--- src/hw/fcm_pkg.sv ---
// constants of the feature configuration register bank
// assumes a 64-bit register port addressed by 32-bit register numbers
package fcm_pkg;
    // register numbers
    localparam logic [31:0] FCM_ADDR_EXT_FEAT = 32'hC000_0080;
    localparam logic [31:0] FCM_ADDR_SYS_CFG = 32'hC001_0010;
    localparam logic [31:0] FCM_ADDR_HW_CFG = 32'hC001_0015;
    // extended feature enable fields
    localparam int FCM_EXT_SCE = 0;
    localparam int FCM_EXT_LME = 8;
    localparam int FCM_EXT_LMA = 10;
    localparam int FCM_EXT_NXE = 11;
    localparam int FCM_EXT_SVM = 12;
    localparam int FCM_EXT_LMSL = 13;
    localparam int FCM_EXT_FSR = 14;
    // system configuration fields
    localparam int FCM_SYS_ACK_LSB = 0;
    localparam int FCM_SYS_ACK_W = 5;
    localparam int FCM_SYS_VIC_LSB = 5;
    localparam int FCM_SYS_VIC_W = 3;
    localparam int FCM_SYS_PRB_E = 8;
    localparam int FCM_SYS_PRB_S = 9;
    localparam int FCM_SYS_PRB_O = 10;
    localparam int FCM_SYS_CTD_DIS = 16;
    localparam int FCM_SYS_LOCK = 17;
    localparam int FCM_SYS_FIX_EN = 18;
    localparam int FCM_SYS_FIX_MOD = 19;
    localparam int FCM_SYS_VAR_EN = 20;
    localparam int FCM_SYS_SECOND_TOP_OF_MEMORY_EN = 21;
    localparam int FCM_SYS_SECOND_TOP_OF_MEMORY_WB = 22;
    // hardware configuration fields
    localparam int FCM_HW_TLB_CD = 3;
    localparam int FCM_HW_WRAP_DIS = 17;
    localparam int FCM_HW_MC_WREN = 18;
    // reset values
    localparam logic [63:0] FCM_EXT_RST = 64'h0000_0000_0000_0000;
    localparam logic [63:0] FCM_SYS_RST = 64'h0000_0000_0002_0601;
    localparam logic [63:0] FCM_HW_RST = 64'h0000_0000_0000_0000;
    // bits software may change; all others read as zero or status
    localparam logic [63:0] FCM_EXT_WMASK = 64'h0000_0000_0000_7901;
    localparam logic [63:0] FCM_SYS_WMASK = 64'h0000_0000_007F_07FF;
    localparam logic [63:0] FCM_HW_WMASK = 64'h0000_0000_0006_0008;
    // fault error code
    localparam logic [15:0] FCM_GP_ERR_CODE = 16'h0000;
    // 4 gigabyte boundary
    localparam logic [63:0] FCM_FOUR_GB = 64'h0000_0001_0000_0000;
    // cache line state before an upgrade to modified
    typedef enum logic [1:0] {
        FCM_LINE_EXCL = 2'b00,
        FCM_LINE_SHARED = 2'b01,
        FCM_LINE_OWNED = 2'b10,
        FCM_LINE_OTHER = 2'b11
    } fcm_line_state_type;
endpackage

--- src/hw/fcm_addr_if.sv ---
// address forming signals between the register bank and its address former
// assumes both ends run on the core clock
`timescale 1ns/1ps
interface fcm_addr_if;
    logic [63:0] seg_base;
    logic [31:0] offset;
    logic legacy;
    logic narrow_insn;
    logic wrap_dis;
    logic [63:0] lin_addr;
    modport bank (output seg_base, output offset, output legacy, output narrow_insn,
        output wrap_dis, input lin_addr);
    modport former (input seg_base, input offset, input legacy, input narrow_insn,
        input wrap_dis, output lin_addr);
endinterface

--- src/hw/fcm_addr_former.sv ---
// legacy mode linear address former steered by the wrap disable bit
// assumes the core clock and synchronous active low reset
`timescale 1ns/1ps
module fcm_addr_former
    import fcm_pkg::*;
(
    input wire logic mclk_i,
    input wire logic rst_n_i,
    fcm_addr_if.former addr
);
    logic [63:0] next_lin;
    logic [63:0] off_sx;

    // wide form uses the whole base plus a signed offset of +-2 gigabytes
    always_comb begin
        off_sx = {{32{addr.offset[31]}}, addr.offset};
        if (addr.legacy && addr.wrap_dis && !addr.narrow_insn) begin
            next_lin = addr.seg_base + off_sx;
        end else begin
            next_lin = {32'h0000_0000, addr.seg_base[31:0] + addr.offset};
        end
    end

    // registered result
    always_ff @(posedge mclk_i) begin
        if (!rst_n_i) begin
            addr.lin_addr <= 64'h0000_0000_0000_0000;
        end else begin
            addr.lin_addr <= next_lin;
        end
    end
endmodule

--- src/hw/fcm_msr_bank.sv ---
// feature, system and hardware configuration register bank of the core
// assumes one register request at a time from the privileged instruction path
//
// Behaviour
// - writing a long-mode-active value different from current faults, code zero, no update
// - bit 0 enables system call extension, read-write, resets zero
// - bit 8 long mode enable read-write; bit 10 read-only active status
// - bit 11 enables no-execute page protection, resets zero
// - bit 12 virtualization enable, bit 13 long-mode segment limits, reset zero
// - bits 4..0 cap outstanding bus commands, reset 00001b
// - bits 7..5 cap outstanding victim commands, reset 000b
// - bits 8,9,10 enable probes from E,S,O to M; reset 0,1,1
// - bit 16 set: no change-to-dirty, evict line from data cache instead
// - bit 17 enables interface lock commands, resets one
// - bit 18 enables fixed-range dram attributes, resets zero
// - bit 19 gates software changes to fixed-range dram attributes
// - bit 20 enables top-of-memory and io range registers
// - bit 21 enables second top-of-memory register, resets zero
// - bit 22 with default type enable: 4GB..limit defaults to write-back
// - wrap disable gives wide legacy addresses, except narrow store forms
// - status write enable lets nonzero machine-check writes pass unfaulted
`timescale 1ns/1ps
module fcm_msr_bank
    import fcm_pkg::*;
(
    input wire logic mclk_i,
    input wire logic rst_n_i,
    input wire logic msr_rd_i,
    input wire logic msr_wr_i,
    input wire logic [31:0] msr_addr_i,
    input wire logic [63:0] msr_wdata_i,
    output logic msr_ack_o,
    output logic [63:0] msr_rdata_o,
    output logic gp_fault_o,
    output logic [15:0] gp_err_code_o,
    input wire logic long_mode_active_i,
    output logic system_call_ext_enable_o,
    output logic long_mode_enable_o,
    output logic long_mode_active_flag_o,
    output logic no_execute_page_enable_o,
    output logic virtualization_enable_o,
    output logic long_segment_limit_enable_o,
    output logic fast_save_restore_enable_o,
    input wire logic [4:0] bus_cmd_outstanding_i,
    input wire logic [2:0] victim_cmd_outstanding_i,
    output logic bus_cmd_issue_ok_o,
    output logic victim_cmd_issue_ok_o,
    input wire logic upgrade_req_i,
    input wire logic [1:0] upgrade_from_i,
    output logic write_probe_o,
    output logic change_to_dirty_o,
    output logic evict_line_o,
    output logic interface_lock_cmd_enable_o,
    output logic fixed_range_dram_attr_enable_o,
    input wire logic fixed_attr_wr_i,
    output logic fixed_attr_wr_ok_o,
    output logic top_mem_and_io_range_enable_o,
    output logic second_top_mem_enable_o,
    input wire logic default_memory_type_enable_i,
    input wire logic [63:0] second_top_of_memory_i,
    input wire logic [63:0] phys_addr_i,
    output logic high_memory_writeback_o,
    input wire logic [63:0] seg_base_i,
    input wire logic [31:0] seg_offset_i,
    input wire logic legacy_mode_i,
    input wire logic narrow_store_i,
    output logic [63:0] linear_addr_o,
    input wire logic mc_wr_i,
    input wire logic mc_wdata_nonzero_i,
    output logic mc_wr_fault_o,
    output logic mc_wr_update_o,
    output logic page_table_cacheable_disable_o
);
    logic [63:0] ext_feat;
    logic [63:0] sys_cfg;
    logic [63:0] hw_cfg;
    logic hit_ext;
    logic hit_sys;
    logic hit_hw;
    logic hit_any;
    logic lma_change;
    logic wr_fault;
    logic [63:0] ext_view;
    logic [63:0] next_rdata;
    fcm_line_state_type from_state;

    fcm_addr_if addr_bus ();

    // address decode
    assign hit_ext = (msr_addr_i == FCM_ADDR_EXT_FEAT);
    assign hit_sys = (msr_addr_i == FCM_ADDR_SYS_CFG);
    assign hit_hw = (msr_addr_i == FCM_ADDR_HW_CFG);
    assign hit_any = hit_ext | hit_sys | hit_hw;

    // a write that tries to move the status flag is refused
    assign lma_change = msr_wdata_i[FCM_EXT_LMA] != ext_feat[FCM_EXT_LMA];
    assign wr_fault = msr_wr_i && ((hit_ext && lma_change) || !hit_any);

    // status flag tracks the core, software cannot move it
    always_ff @(posedge mclk_i) begin
        if (!rst_n_i) begin
            ext_feat <= FCM_EXT_RST;
        end else begin
            ext_feat[FCM_EXT_LMA] <= long_mode_active_i;
            if (msr_wr_i && hit_ext && !lma_change) begin
                ext_feat[FCM_EXT_SCE] <= msr_wdata_i[FCM_EXT_SCE];
                ext_feat[FCM_EXT_LME] <= msr_wdata_i[FCM_EXT_LME];
                ext_feat[FCM_EXT_NXE] <= msr_wdata_i[FCM_EXT_NXE];
                ext_feat[FCM_EXT_SVM] <= msr_wdata_i[FCM_EXT_SVM];
                ext_feat[FCM_EXT_LMSL] <= msr_wdata_i[FCM_EXT_LMSL];
                ext_feat[FCM_EXT_FSR] <= msr_wdata_i[FCM_EXT_FSR];
            end
        end
    end

    // system configuration, only implemented fields are stored
    always_ff @(posedge mclk_i) begin
        if (!rst_n_i) begin
            sys_cfg <= FCM_SYS_RST;
        end else if (msr_wr_i && hit_sys) begin
            sys_cfg <= msr_wdata_i & FCM_SYS_WMASK;
        end
    end

    // hardware configuration, covered fields only
    always_ff @(posedge mclk_i) begin
        if (!rst_n_i) begin
            hw_cfg <= FCM_HW_RST;
        end else if (msr_wr_i && hit_hw) begin
            hw_cfg <= msr_wdata_i & FCM_HW_WMASK;
        end
    end

    // read view: reserved bits forced to zero
    assign ext_view = ext_feat & (FCM_EXT_WMASK | (64'h1 << FCM_EXT_LMA));

    always_comb begin
        next_rdata = 64'h0000_0000_0000_0000;
        if (msr_rd_i) begin
            if (hit_ext) begin
                next_rdata = ext_view;
            end else if (hit_sys) begin
                next_rdata = sys_cfg;
            end else if (hit_hw) begin
                next_rdata = hw_cfg;
            end
        end
    end

    // one-cycle answer to each request
    always_ff @(posedge mclk_i) begin
        if (!rst_n_i) begin
            msr_ack_o <= 1'b0;
            msr_rdata_o <= 64'h0000_0000_0000_0000;
            gp_fault_o <= 1'b0;
            gp_err_code_o <= FCM_GP_ERR_CODE;
        end else begin
            msr_ack_o <= msr_rd_i | msr_wr_i;
            msr_rdata_o <= next_rdata;
            gp_fault_o <= wr_fault | (msr_rd_i && !hit_any);
            gp_err_code_o <= FCM_GP_ERR_CODE;
        end
    end

    // feature enables driven to the core
    always_ff @(posedge mclk_i) begin
        if (!rst_n_i) begin
            system_call_ext_enable_o <= 1'b0;
            long_mode_enable_o <= 1'b0;
            long_mode_active_flag_o <= 1'b0;
            no_execute_page_enable_o <= 1'b0;
            virtualization_enable_o <= 1'b0;
            long_segment_limit_enable_o <= 1'b0;
            fast_save_restore_enable_o <= 1'b0;
        end else begin
            system_call_ext_enable_o <= ext_feat[FCM_EXT_SCE];
            long_mode_enable_o <= ext_feat[FCM_EXT_LME];
            long_mode_active_flag_o <= ext_feat[FCM_EXT_LMA];
            no_execute_page_enable_o <= ext_feat[FCM_EXT_NXE];
            virtualization_enable_o <= ext_feat[FCM_EXT_SVM];
            long_segment_limit_enable_o <= ext_feat[FCM_EXT_LMSL];
            fast_save_restore_enable_o <= ext_feat[FCM_EXT_FSR];
        end
    end

    // bus command throttles and upgrade handling
    assign from_state = fcm_line_state_type'(upgrade_from_i);

    always_ff @(posedge mclk_i) begin
        if (!rst_n_i) begin
            bus_cmd_issue_ok_o <= 1'b0;
            victim_cmd_issue_ok_o <= 1'b0;
            write_probe_o <= 1'b0;
            change_to_dirty_o <= 1'b0;
            evict_line_o <= 1'b0;
        end else begin
            bus_cmd_issue_ok_o <= bus_cmd_outstanding_i <
                sys_cfg[FCM_SYS_ACK_LSB +: FCM_SYS_ACK_W];
            victim_cmd_issue_ok_o <= victim_cmd_outstanding_i <
                sys_cfg[FCM_SYS_VIC_LSB +: FCM_SYS_VIC_W];
            write_probe_o <= 1'b0;
            change_to_dirty_o <= 1'b0;
            evict_line_o <= 1'b0;
            if (upgrade_req_i) begin
                case (from_state)
                    FCM_LINE_EXCL: write_probe_o <= sys_cfg[FCM_SYS_PRB_E];
                    FCM_LINE_SHARED: write_probe_o <= sys_cfg[FCM_SYS_PRB_S];
                    FCM_LINE_OWNED: write_probe_o <= sys_cfg[FCM_SYS_PRB_O];
                    default: write_probe_o <= 1'b0;
                endcase
                change_to_dirty_o <= !sys_cfg[FCM_SYS_CTD_DIS];
                evict_line_o <= sys_cfg[FCM_SYS_CTD_DIS];
            end
        end
    end

    // memory range controls
    always_ff @(posedge mclk_i) begin
        if (!rst_n_i) begin
            interface_lock_cmd_enable_o <= 1'b1;
            fixed_range_dram_attr_enable_o <= 1'b0;
            fixed_attr_wr_ok_o <= 1'b0;
            top_mem_and_io_range_enable_o <= 1'b0;
            second_top_mem_enable_o <= 1'b0;
            high_memory_writeback_o <= 1'b0;
        end else begin
            interface_lock_cmd_enable_o <= sys_cfg[FCM_SYS_LOCK];
            fixed_range_dram_attr_enable_o <= sys_cfg[FCM_SYS_FIX_EN];
            fixed_attr_wr_ok_o <= fixed_attr_wr_i && sys_cfg[FCM_SYS_FIX_MOD];
            top_mem_and_io_range_enable_o <= sys_cfg[FCM_SYS_VAR_EN];
            second_top_mem_enable_o <= sys_cfg[FCM_SYS_SECOND_TOP_OF_MEMORY_EN];
            high_memory_writeback_o <= sys_cfg[FCM_SYS_SECOND_TOP_OF_MEMORY_WB] && default_memory_type_enable_i
                && phys_addr_i >= FCM_FOUR_GB && phys_addr_i < second_top_of_memory_i;
        end
    end

    // hardware configuration effects
    always_ff @(posedge mclk_i) begin
        if (!rst_n_i) begin
            mc_wr_fault_o <= 1'b0;
            mc_wr_update_o <= 1'b0;
            page_table_cacheable_disable_o <= 1'b0;
        end else begin
            mc_wr_fault_o <= mc_wr_i && mc_wdata_nonzero_i && !hw_cfg[FCM_HW_MC_WREN];
            mc_wr_update_o <= mc_wr_i && (hw_cfg[FCM_HW_MC_WREN] || !mc_wdata_nonzero_i);
            page_table_cacheable_disable_o <= hw_cfg[FCM_HW_TLB_CD];
        end
    end

    // address former fed from the core and the wrap disable bit
    assign addr_bus.seg_base = seg_base_i;
    assign addr_bus.offset = seg_offset_i;
    assign addr_bus.legacy = legacy_mode_i;
    assign addr_bus.narrow_insn = narrow_store_i;
    assign addr_bus.wrap_dis = hw_cfg[FCM_HW_WRAP_DIS];
    assign linear_addr_o = addr_bus.lin_addr;

    fcm_addr_former u_former (
        .mclk_i(mclk_i),
        .rst_n_i(rst_n_i),
        .addr(addr_bus.former)
    );
endmodule

--- config.mk ---
export PLATFORM = sky130hd
export DESIGN_NAME = fcm_msr_bank
export DESIGN_NICKNAME = d
export VERILOG_FILES = /design/src/hw/fcm_pkg.sv /design/src/hw/fcm_addr_if.sv /design/src/hw/fcm_addr_former.sv /design/src/hw/fcm_msr_bank.sv
export SDC_FILE = /design/constraint.sdc
export NUM_CORES = 1
export LEC_CHECK = 0
export BUFFER_PORTS_ARGS = -buffer_cell sky130_fd_sc_hd__buf_2
export CAP_MARGIN = 40
export CORE_AREA = 5 5 193 195
export DETAILED_ROUTE_END_ITERATION = 7
export DIE_AREA = 0 0 198 200
export PLACE_DENSITY_LB_ADDON = 0.3
export SLEW_MARGIN = 15
export SYNTH_ARGS = -nofsm -noshare
export SYNTH_HDL_FRONTEND = slang
export SYNTH_SLANG_ARGS = --single-unit
--- constraint.sdc ---
create_clock -name mclk_i -period 3.72 [get_ports mclk_i]
set_input_delay 0.372 -clock mclk_i [delete_from_list [all_inputs] [get_ports mclk_i]]
set_output_delay 0.372 -clock mclk_i [all_outputs]
set_load 0.1 [all_outputs]
==> impl_metrics.json, run 1 <==
{
  "yosysTopAreaCell": "dfxtp_1",
  "timing.rr.start": "sys_cfg[1]",
  "postRouteWirelength_um": 37600,
  "netlist.area_leader.share_pct": 27.1,
  "synth_ff_type": "dfxtp_1",
  "finalPower_w": 0.00511,
  "grt_max_degree": 49,
  "die_h_um": 200,
  "antenna_found_initial": 3,
  "routed-wl-met2_um": 19400,
  "async_flop_share_pct": 0,
  "core_area_um2": 35200,
  "gp_congestion": 0.874,
  "fillCellCount": 3762,
  "status": "finished, final reports clean",
  "stdcell_area_um2": 13100,
  "fin_nets": 2089,
  "synth.avg_cell_area_um2": 8.38,
  "yosys.cell_types.count": 80,
  "hp-class": "input pin to flip-flop",
  "final_antenna_net_count": 0,
  "post_cts_buffers": 0,
  "reg2reg_slack_ns": 2.21,
  "numPortBuffers": 408,
  "clock-sinks": 137,
  "cts_tree": "done",
  "grt_pass1_vias": 10000,
  "h-tree-depth": 4,
  "yosysSeqAreaShare_pct": 27.1,
  "synth_seq_cells": 137,
  "relSlewSlack_pct": 49.8,
  "syn2layout_area_growth_pct": 29.1,
  "crit_type": "input pin to flip-flop",
  "cp_data_required_time_ns": 4.02,
  "max_cap_violations": 0,
  "peakVddDrop_mv": 0.278,
  "wl_met3_um": 2870,
  "start_util_pct": 28.8,
  "netlist_area_um2": 10100,
  "routed.top_layer": "met4",
  "drive_gt1_share_pct": 29.9,
  "grt-ovfl-total": 0,
  "post-route-min-period_ns": 3.18,
  "wl_per_cell_um": 18.0,
  "r2r-end": "bus_cmd_issue_ok_o",
  "ys_top_cells_by_area": "dfxtp_1, ha_1, a21oi_1, buf_4, a21o_1",
  "final_common_cell": "buf_2",
  "drtIter0Drc": 250,
  "drc": 0,
  "cp-end-kind": "flip-flop",
  "clkTransAtPathRegs_ns": 0.07,
  "crit_start": "seg_base_i[0]",
  "m1WireLength_um": 14400,
  "grt_usage_pct": 17.9,
  "final-hold-violation-count": 0,
  "dpl-instance-area_um2": 12500,
  "crit_fanout": 4,
  "power.density_nw_per_um2": 391,
  "drt_pass1_iterations": 4,
  "grt_first_pass_wirelength_um": 54800,
  "fmax_mhz": 315,
  "boundaryPins": 509,
  "arrival_ns": 3.48,
  "worst_slew_pin_slew_ns": 0.747,
  "fin_skew_ns": 0.0157,
  "row_count": 69,
  "insertion_delay_ns": 0.43,
  "holdBufCountCts": 0,
  "reg2reg_depth": 7,
  "multi_input_area_um2": 6640,
  "setup-violations-final": 0,
  "setup_tns_ns": 0,
  "vias": 10000,
  "yosys_warnings": 0,
  "rsz0062_at_grt": "false",
  "cts_buffers": 17,
  "cts_root_buf": "clkbuf_16",
  "worst_setup_path_start_kind": "input pin",
  "drv_slew": 0,
  "critPathCapture": "u_former.addr.lin_addr[50]",
  "clockBufferDepth": 2,
  "final_util_pct": 37.1,
  "leakagePower_nw": 6.85,
  "finalCritPeriodShare_pct": 85.4,
  "vias_per_cell": 4.80,
  "synth-edff-count": 0,
  "final_cell_mix": "buf_2, dfxtp_1, ha_1, a21oi_1, inv_1",
  "ff_latch_area_um2": 2740,
  "dp_hpwl_um": 32300,
  "synthCells": 1209,
  "die_w_um": 198,
  "cts.repair.resized": 0,
  "dieArea_um2": 39600
}
==> final cells by class <==
type / instances / area share (%)
clock buffers: 18 / 3.36
flip-flops and latches: 137 / 21.0
repair buffers: 425 / 16.6
multi-input cells: 940 / 50.8
clock inverters: 14 / 1.20
inverters: 93 / 2.67
diodes: 2 / 0.0383
well taps: 461 / 4.41
==> report_power, final <==
part / internal, W / leakage [nW] / total (W) / switching [W]
Combinational: 0.000542 / 5.43 / 0.00182 / 0.00128
Sequential: 0.00152 / 1.11 / 0.00153 / 0.0000126
Clock: 0.00102 / 0.298 / 0.00175 / 0.000731
==> logic make-up after synthesis <==
kind of cell	share of synthesized area (%)
simple gates	19.5
flops	27.1
other cells	0.0370
fa+ha+maj	16.5
mux	3.06
buf+inv	9.55
xor+xnor	4.06
compound gates	20.3
==> state kept, by name (all words and copies together) (netlist names), 3 cells and up <==
| signal | flops |
|---|---|
| ext_feat | 7 |
| hw_cfg | 3 |
| msr_rdata_o | 22 |
| sys_cfg | 18 |
| u_former.addr.lin_addr | 64 |
==> through the flow <==
stage	worst slack (ns)	hold slack (ns)	cells
after floorplan	0.714	0.417	1266
final	0.544	0.152	2090
after global routing	0.321	0.124	2090
after global placement	0.0855	0.461	2054
after detailed placement	0.124	0.457	2056
after CTS	0.570	0.117	2088
==> critical path, cell delays in order <==
cell	delay, ns
buf_2	0.10
ha_1	0.22
fa_1	0.43
a211oi_1	0.30
o21bai_1	0.12
a21o_1	0.22
a31oi_1	0.37
o21ai_1	0.22
a311o_1	0.37
a21boi_1	0.38
a31oi_1	0.17
xnor2_1	0.16
nor2_1	0.05
==> synthesized netlist by cell type, types with 8 or more instances <==
cell type	number
nor2_1	66
dfxtp_1	137
and2_1	49
a211oi_1	8
a21o_1	56
buf_4	58
a21oi_1	100
nand2_1	66
nand4_1	36
nand2b_1	10
inv_1	93
o21ai_0	47
mux2i_1	31
a31oi_1	12
clkbuf_1	31
xnor2_1	29
nand3_1	11
nor4_1	16
nor2b_1	35
xor2_1	18
and3_1	21
nor3_1	20
ha_1	132
o21bai_1	14
o21a_1	10
==> worst min-delay path by stage <==
| stage | start | endpoint | slack (ns) | cells after the start |
|---|---|---|---|---|
| floorplan | sys_cfg[16] | change_to_dirty_o | 0.42 | 1 |
| global placement | sys_cfg[20] | top_mem_and_io_range_enable_o | 0.46 | 1 |
| detailed placement | sys_cfg[20] | top_mem_and_io_range_enable_o | 0.46 | 1 |
| CTS | mc_wdata_nonzero_i | mc_wr_update_o | 0.12 | 2 |
| global route | mc_wdata_nonzero_i | mc_wr_update_o | 0.12 | 2 |
| finish | mc_wdata_nonzero_i | mc_wr_update_o | 0.15 | 2 |
==> routing by layer <==
layer | vias to the layer above | track usage [%]
met1 | 4619 | 19.4
met3 | 42 | 4.16
met5 | - | 0
li1 | 4970 | -
met4 | 0 | 6.12
met2 | 399 | 34.2
(Power assumes the default switching activity.)
==> run 2: changes to the inputs <==
--- a/config.mk
+++ b/config.mk
@@ -5,7 +5,7 @@
 export SDC_FILE = /design/constraint.sdc
 export NUM_CORES = 1
 export LEC_CHECK = 0
-export BUFFER_PORTS_ARGS = -buffer_cell sky130_fd_sc_hd__buf_2
+export BUFFER_PORTS_ARGS = -buffer_cell sky130_fd_sc_hd__clkbuf_2
 export CAP_MARGIN = 40
 export CORE_AREA = 5 5 193 195
 export DETAILED_ROUTE_END_ITERATION = 7
==> impl_metrics.json, run 2 (synthesis results as in run 1) <==
{
  "status": "finished, final reports clean",
  "syn2layout_area_growth_pct": 28.8,
  "final_antenna_net_count": 0,
  "wl_per_cell_um": 18.0,
  "grt_first_pass_wirelength_um": 55200,
  "rsz0062_at_grt": "false",
  "power.density_nw_per_um2": 389,
  "final_cell_mix": "clkbuf_2, dfxtp_1, ha_1, a21oi_1, inv_1",
  "holdBufCountCts": 0,
  "stdcell_count": 2090,
  "start_util_pct": 28.8,
  "relSlewSlack_pct": 50.3,
  "reg.largest.list": "u_former.addr.lin_addr x64, msr_rdata_o x22, sys_cfg x18",
  "gp_congestion": 0.894,
  "leakagePower_nw": 6.82,
  "worst_slew_pin_slew_ns": 0.741,
  "slowest_delay_ns": 0.52,
  "drc": 0,
  "setup_tns_ns": 0,
  "peakVddDrop_mv": 0.272,
  "vias_per_cell": 4.84,
  "fin_skew_ns": 0.0113,
  "dp_hpwl_um": 32300,
  "hp-class": "input pin to flip-flop",
  "grt_usage_pct": 18.0,
  "vias": 10100,
  "setup-violations-final": 0,
  "clockBufferDepth": 2,
  "fmax_mhz": 320,
  "row_count": 69,
  "cts_root_buf": "clkbuf_16",
  "final-hold-violation-count": 0,
  "cp_data_required_time_ns": 4.06,
  "finalPower_w": 0.00507,
  "largest_reg_flops": 64,
  "fin_nets": 2089,
  "whs_ns": 0.151,
  "drive_gt1_share_pct": 29.7,
  "dieArea_um2": 39600,
  "final_common_cell": "clkbuf_2",
  "cp-end-kind": "flip-flop",
  "core_area_um2": 35200,
  "crit_type": "input pin to flip-flop",
  "die_h_um": 200,
  "critPathMostFrequentCell": "o31ai_2",
  "grt-ovfl-total": 0,
  "max_cap_violations": 0,
  "drv_slew": 0,
  "postRouteWirelength_um": 37600,
  "regMostFlops": "u_former.addr.lin_addr",
  "worstPathCellList": "clkbuf_2 > ha_1 > a21oi_1 > nand4b_1 > a2111oi_2 > o31ai_2 > a2111oi_4 > o211ai_4 > a211oi_4 > a31oi_2 > o31ai_2 > mux2i_1",
  "die_w_um": 198,
  "fillCellCount": 3761,
  "clock-sinks": 137,
  "antenna_found_initial": 4,
  "post-route-min-period_ns": 3.13,
  "insertion_delay_ns": 0.42,
  "clkTransAtPathRegs_ns": 0.06,
  "h-tree-depth": 4,
  "finalCritPeriodShare_pct": 84.1,
  "drtIter0Drc": 292,
  "post_cts_buffers": 0,
  "cts_buffers": 17,
  "dp_cells": 2056,
  "crit_fanout": 5,
  "cts_tree": "done",
  "cts.repair.resized": 0,
  "arrival_ns": 3.47,
  "numPortBuffers": 408,
  "grt_max_degree": 49,
  "grt_pass1_vias": 10200,
  "boundaryPins": 509,
  "worst_setup_path_start_kind": "input pin",
  "cpMaxStageDelayCell": "a2111oi_2",
  "drt_pass1_iterations": 5
}
[run 2: cell types whose count changed in the layout (fill, tap and decap cells not counted)]
cell,change
clkbuf_2,+408
clkbuf_8,-1
clkinv_4,-1
inv_6,-2
clkdlybuf4s15_2,-1
clkinvlp_4,+2
clkbuf_1,+2
buf_2,-407
[run 2: metal layers]
| metal | track usage, % | wire length [µm] | part of all wire [%] | vias to the layer above |
|---|---|---|---|---|
| li1 | - | - | - | 4987 |
| met1 | 19.4 | 14300 | 38 | 4623 |
| met2 | 33.5 | 18800 | 50 | 427 |
| met3 | 4.43 | 2970 | 7.9 | 67 |
| met4 | 7.80 | 1450 | 3.9 | 4 |
| met5 | 0 | 27 | 0.072 | - |
[run 2: cell type report]
type / count / area [µm²] / share of cell area, %
Multi-Input combinational cell: 940 / 6640 / 50.8
Tap cell: 461 / 577 / 4.42
Inverter: 93 / 349 / 2.67
Antenna cell: 2 / 5.00 / 0.0383
Timing Repair Buffer: 425 / 2170 / 16.6
Clock buffer: 19 / 433 / 3.32
Clock inverter: 13 / 145 / 1.11
Sequential cell: 137 / 2740 / 21.0
[run 2: worst paths after layout]
check                           from                    endpoint  slack, ns  depth (start not counted)
setup reg to reg          sys_cfg[1]          bus_cmd_issue_ok_o       2.27                          7
hold reg to reg         ext_feat[11]             msr_rdata_o[11]       0.47                          1
setup / recovery       seg_base_i[1]  u_former.addr.lin_addr[57]       0.59                         12
hold / removal    mc_wdata_nonzero_i              mc_wr_update_o       0.15                          2
[run 2: worst max-delay path, delay by kind of cell]
kind	cells	cell delay, ns
AOI/OAI and AO/OA	8	2.27
adders and majority gates	1	0.28
buffers and inverters	1	0.11
muxes	1	0.21
and+or+nand+nor	1	0.23
[run 2: per-stage QoR]
stage	setup slack [ns]	util, %	cell area [µm²]
3_5_place_dp	0.126	35.4	12500
5_1_grt	0.407	37.1	13100
6_report	0.591	37.1	13100
4_1_cts	0.576	37.1	13100
2_1_floorplan	0.714	-	10300
3_3_place_gp	0.185	35.4	12500
[run 2: power breakdown]
part           internal, W  switching, W
clock             0.000997      0.000720
combinational     0.000541       0.00128
sequential         0.00152     0.0000144
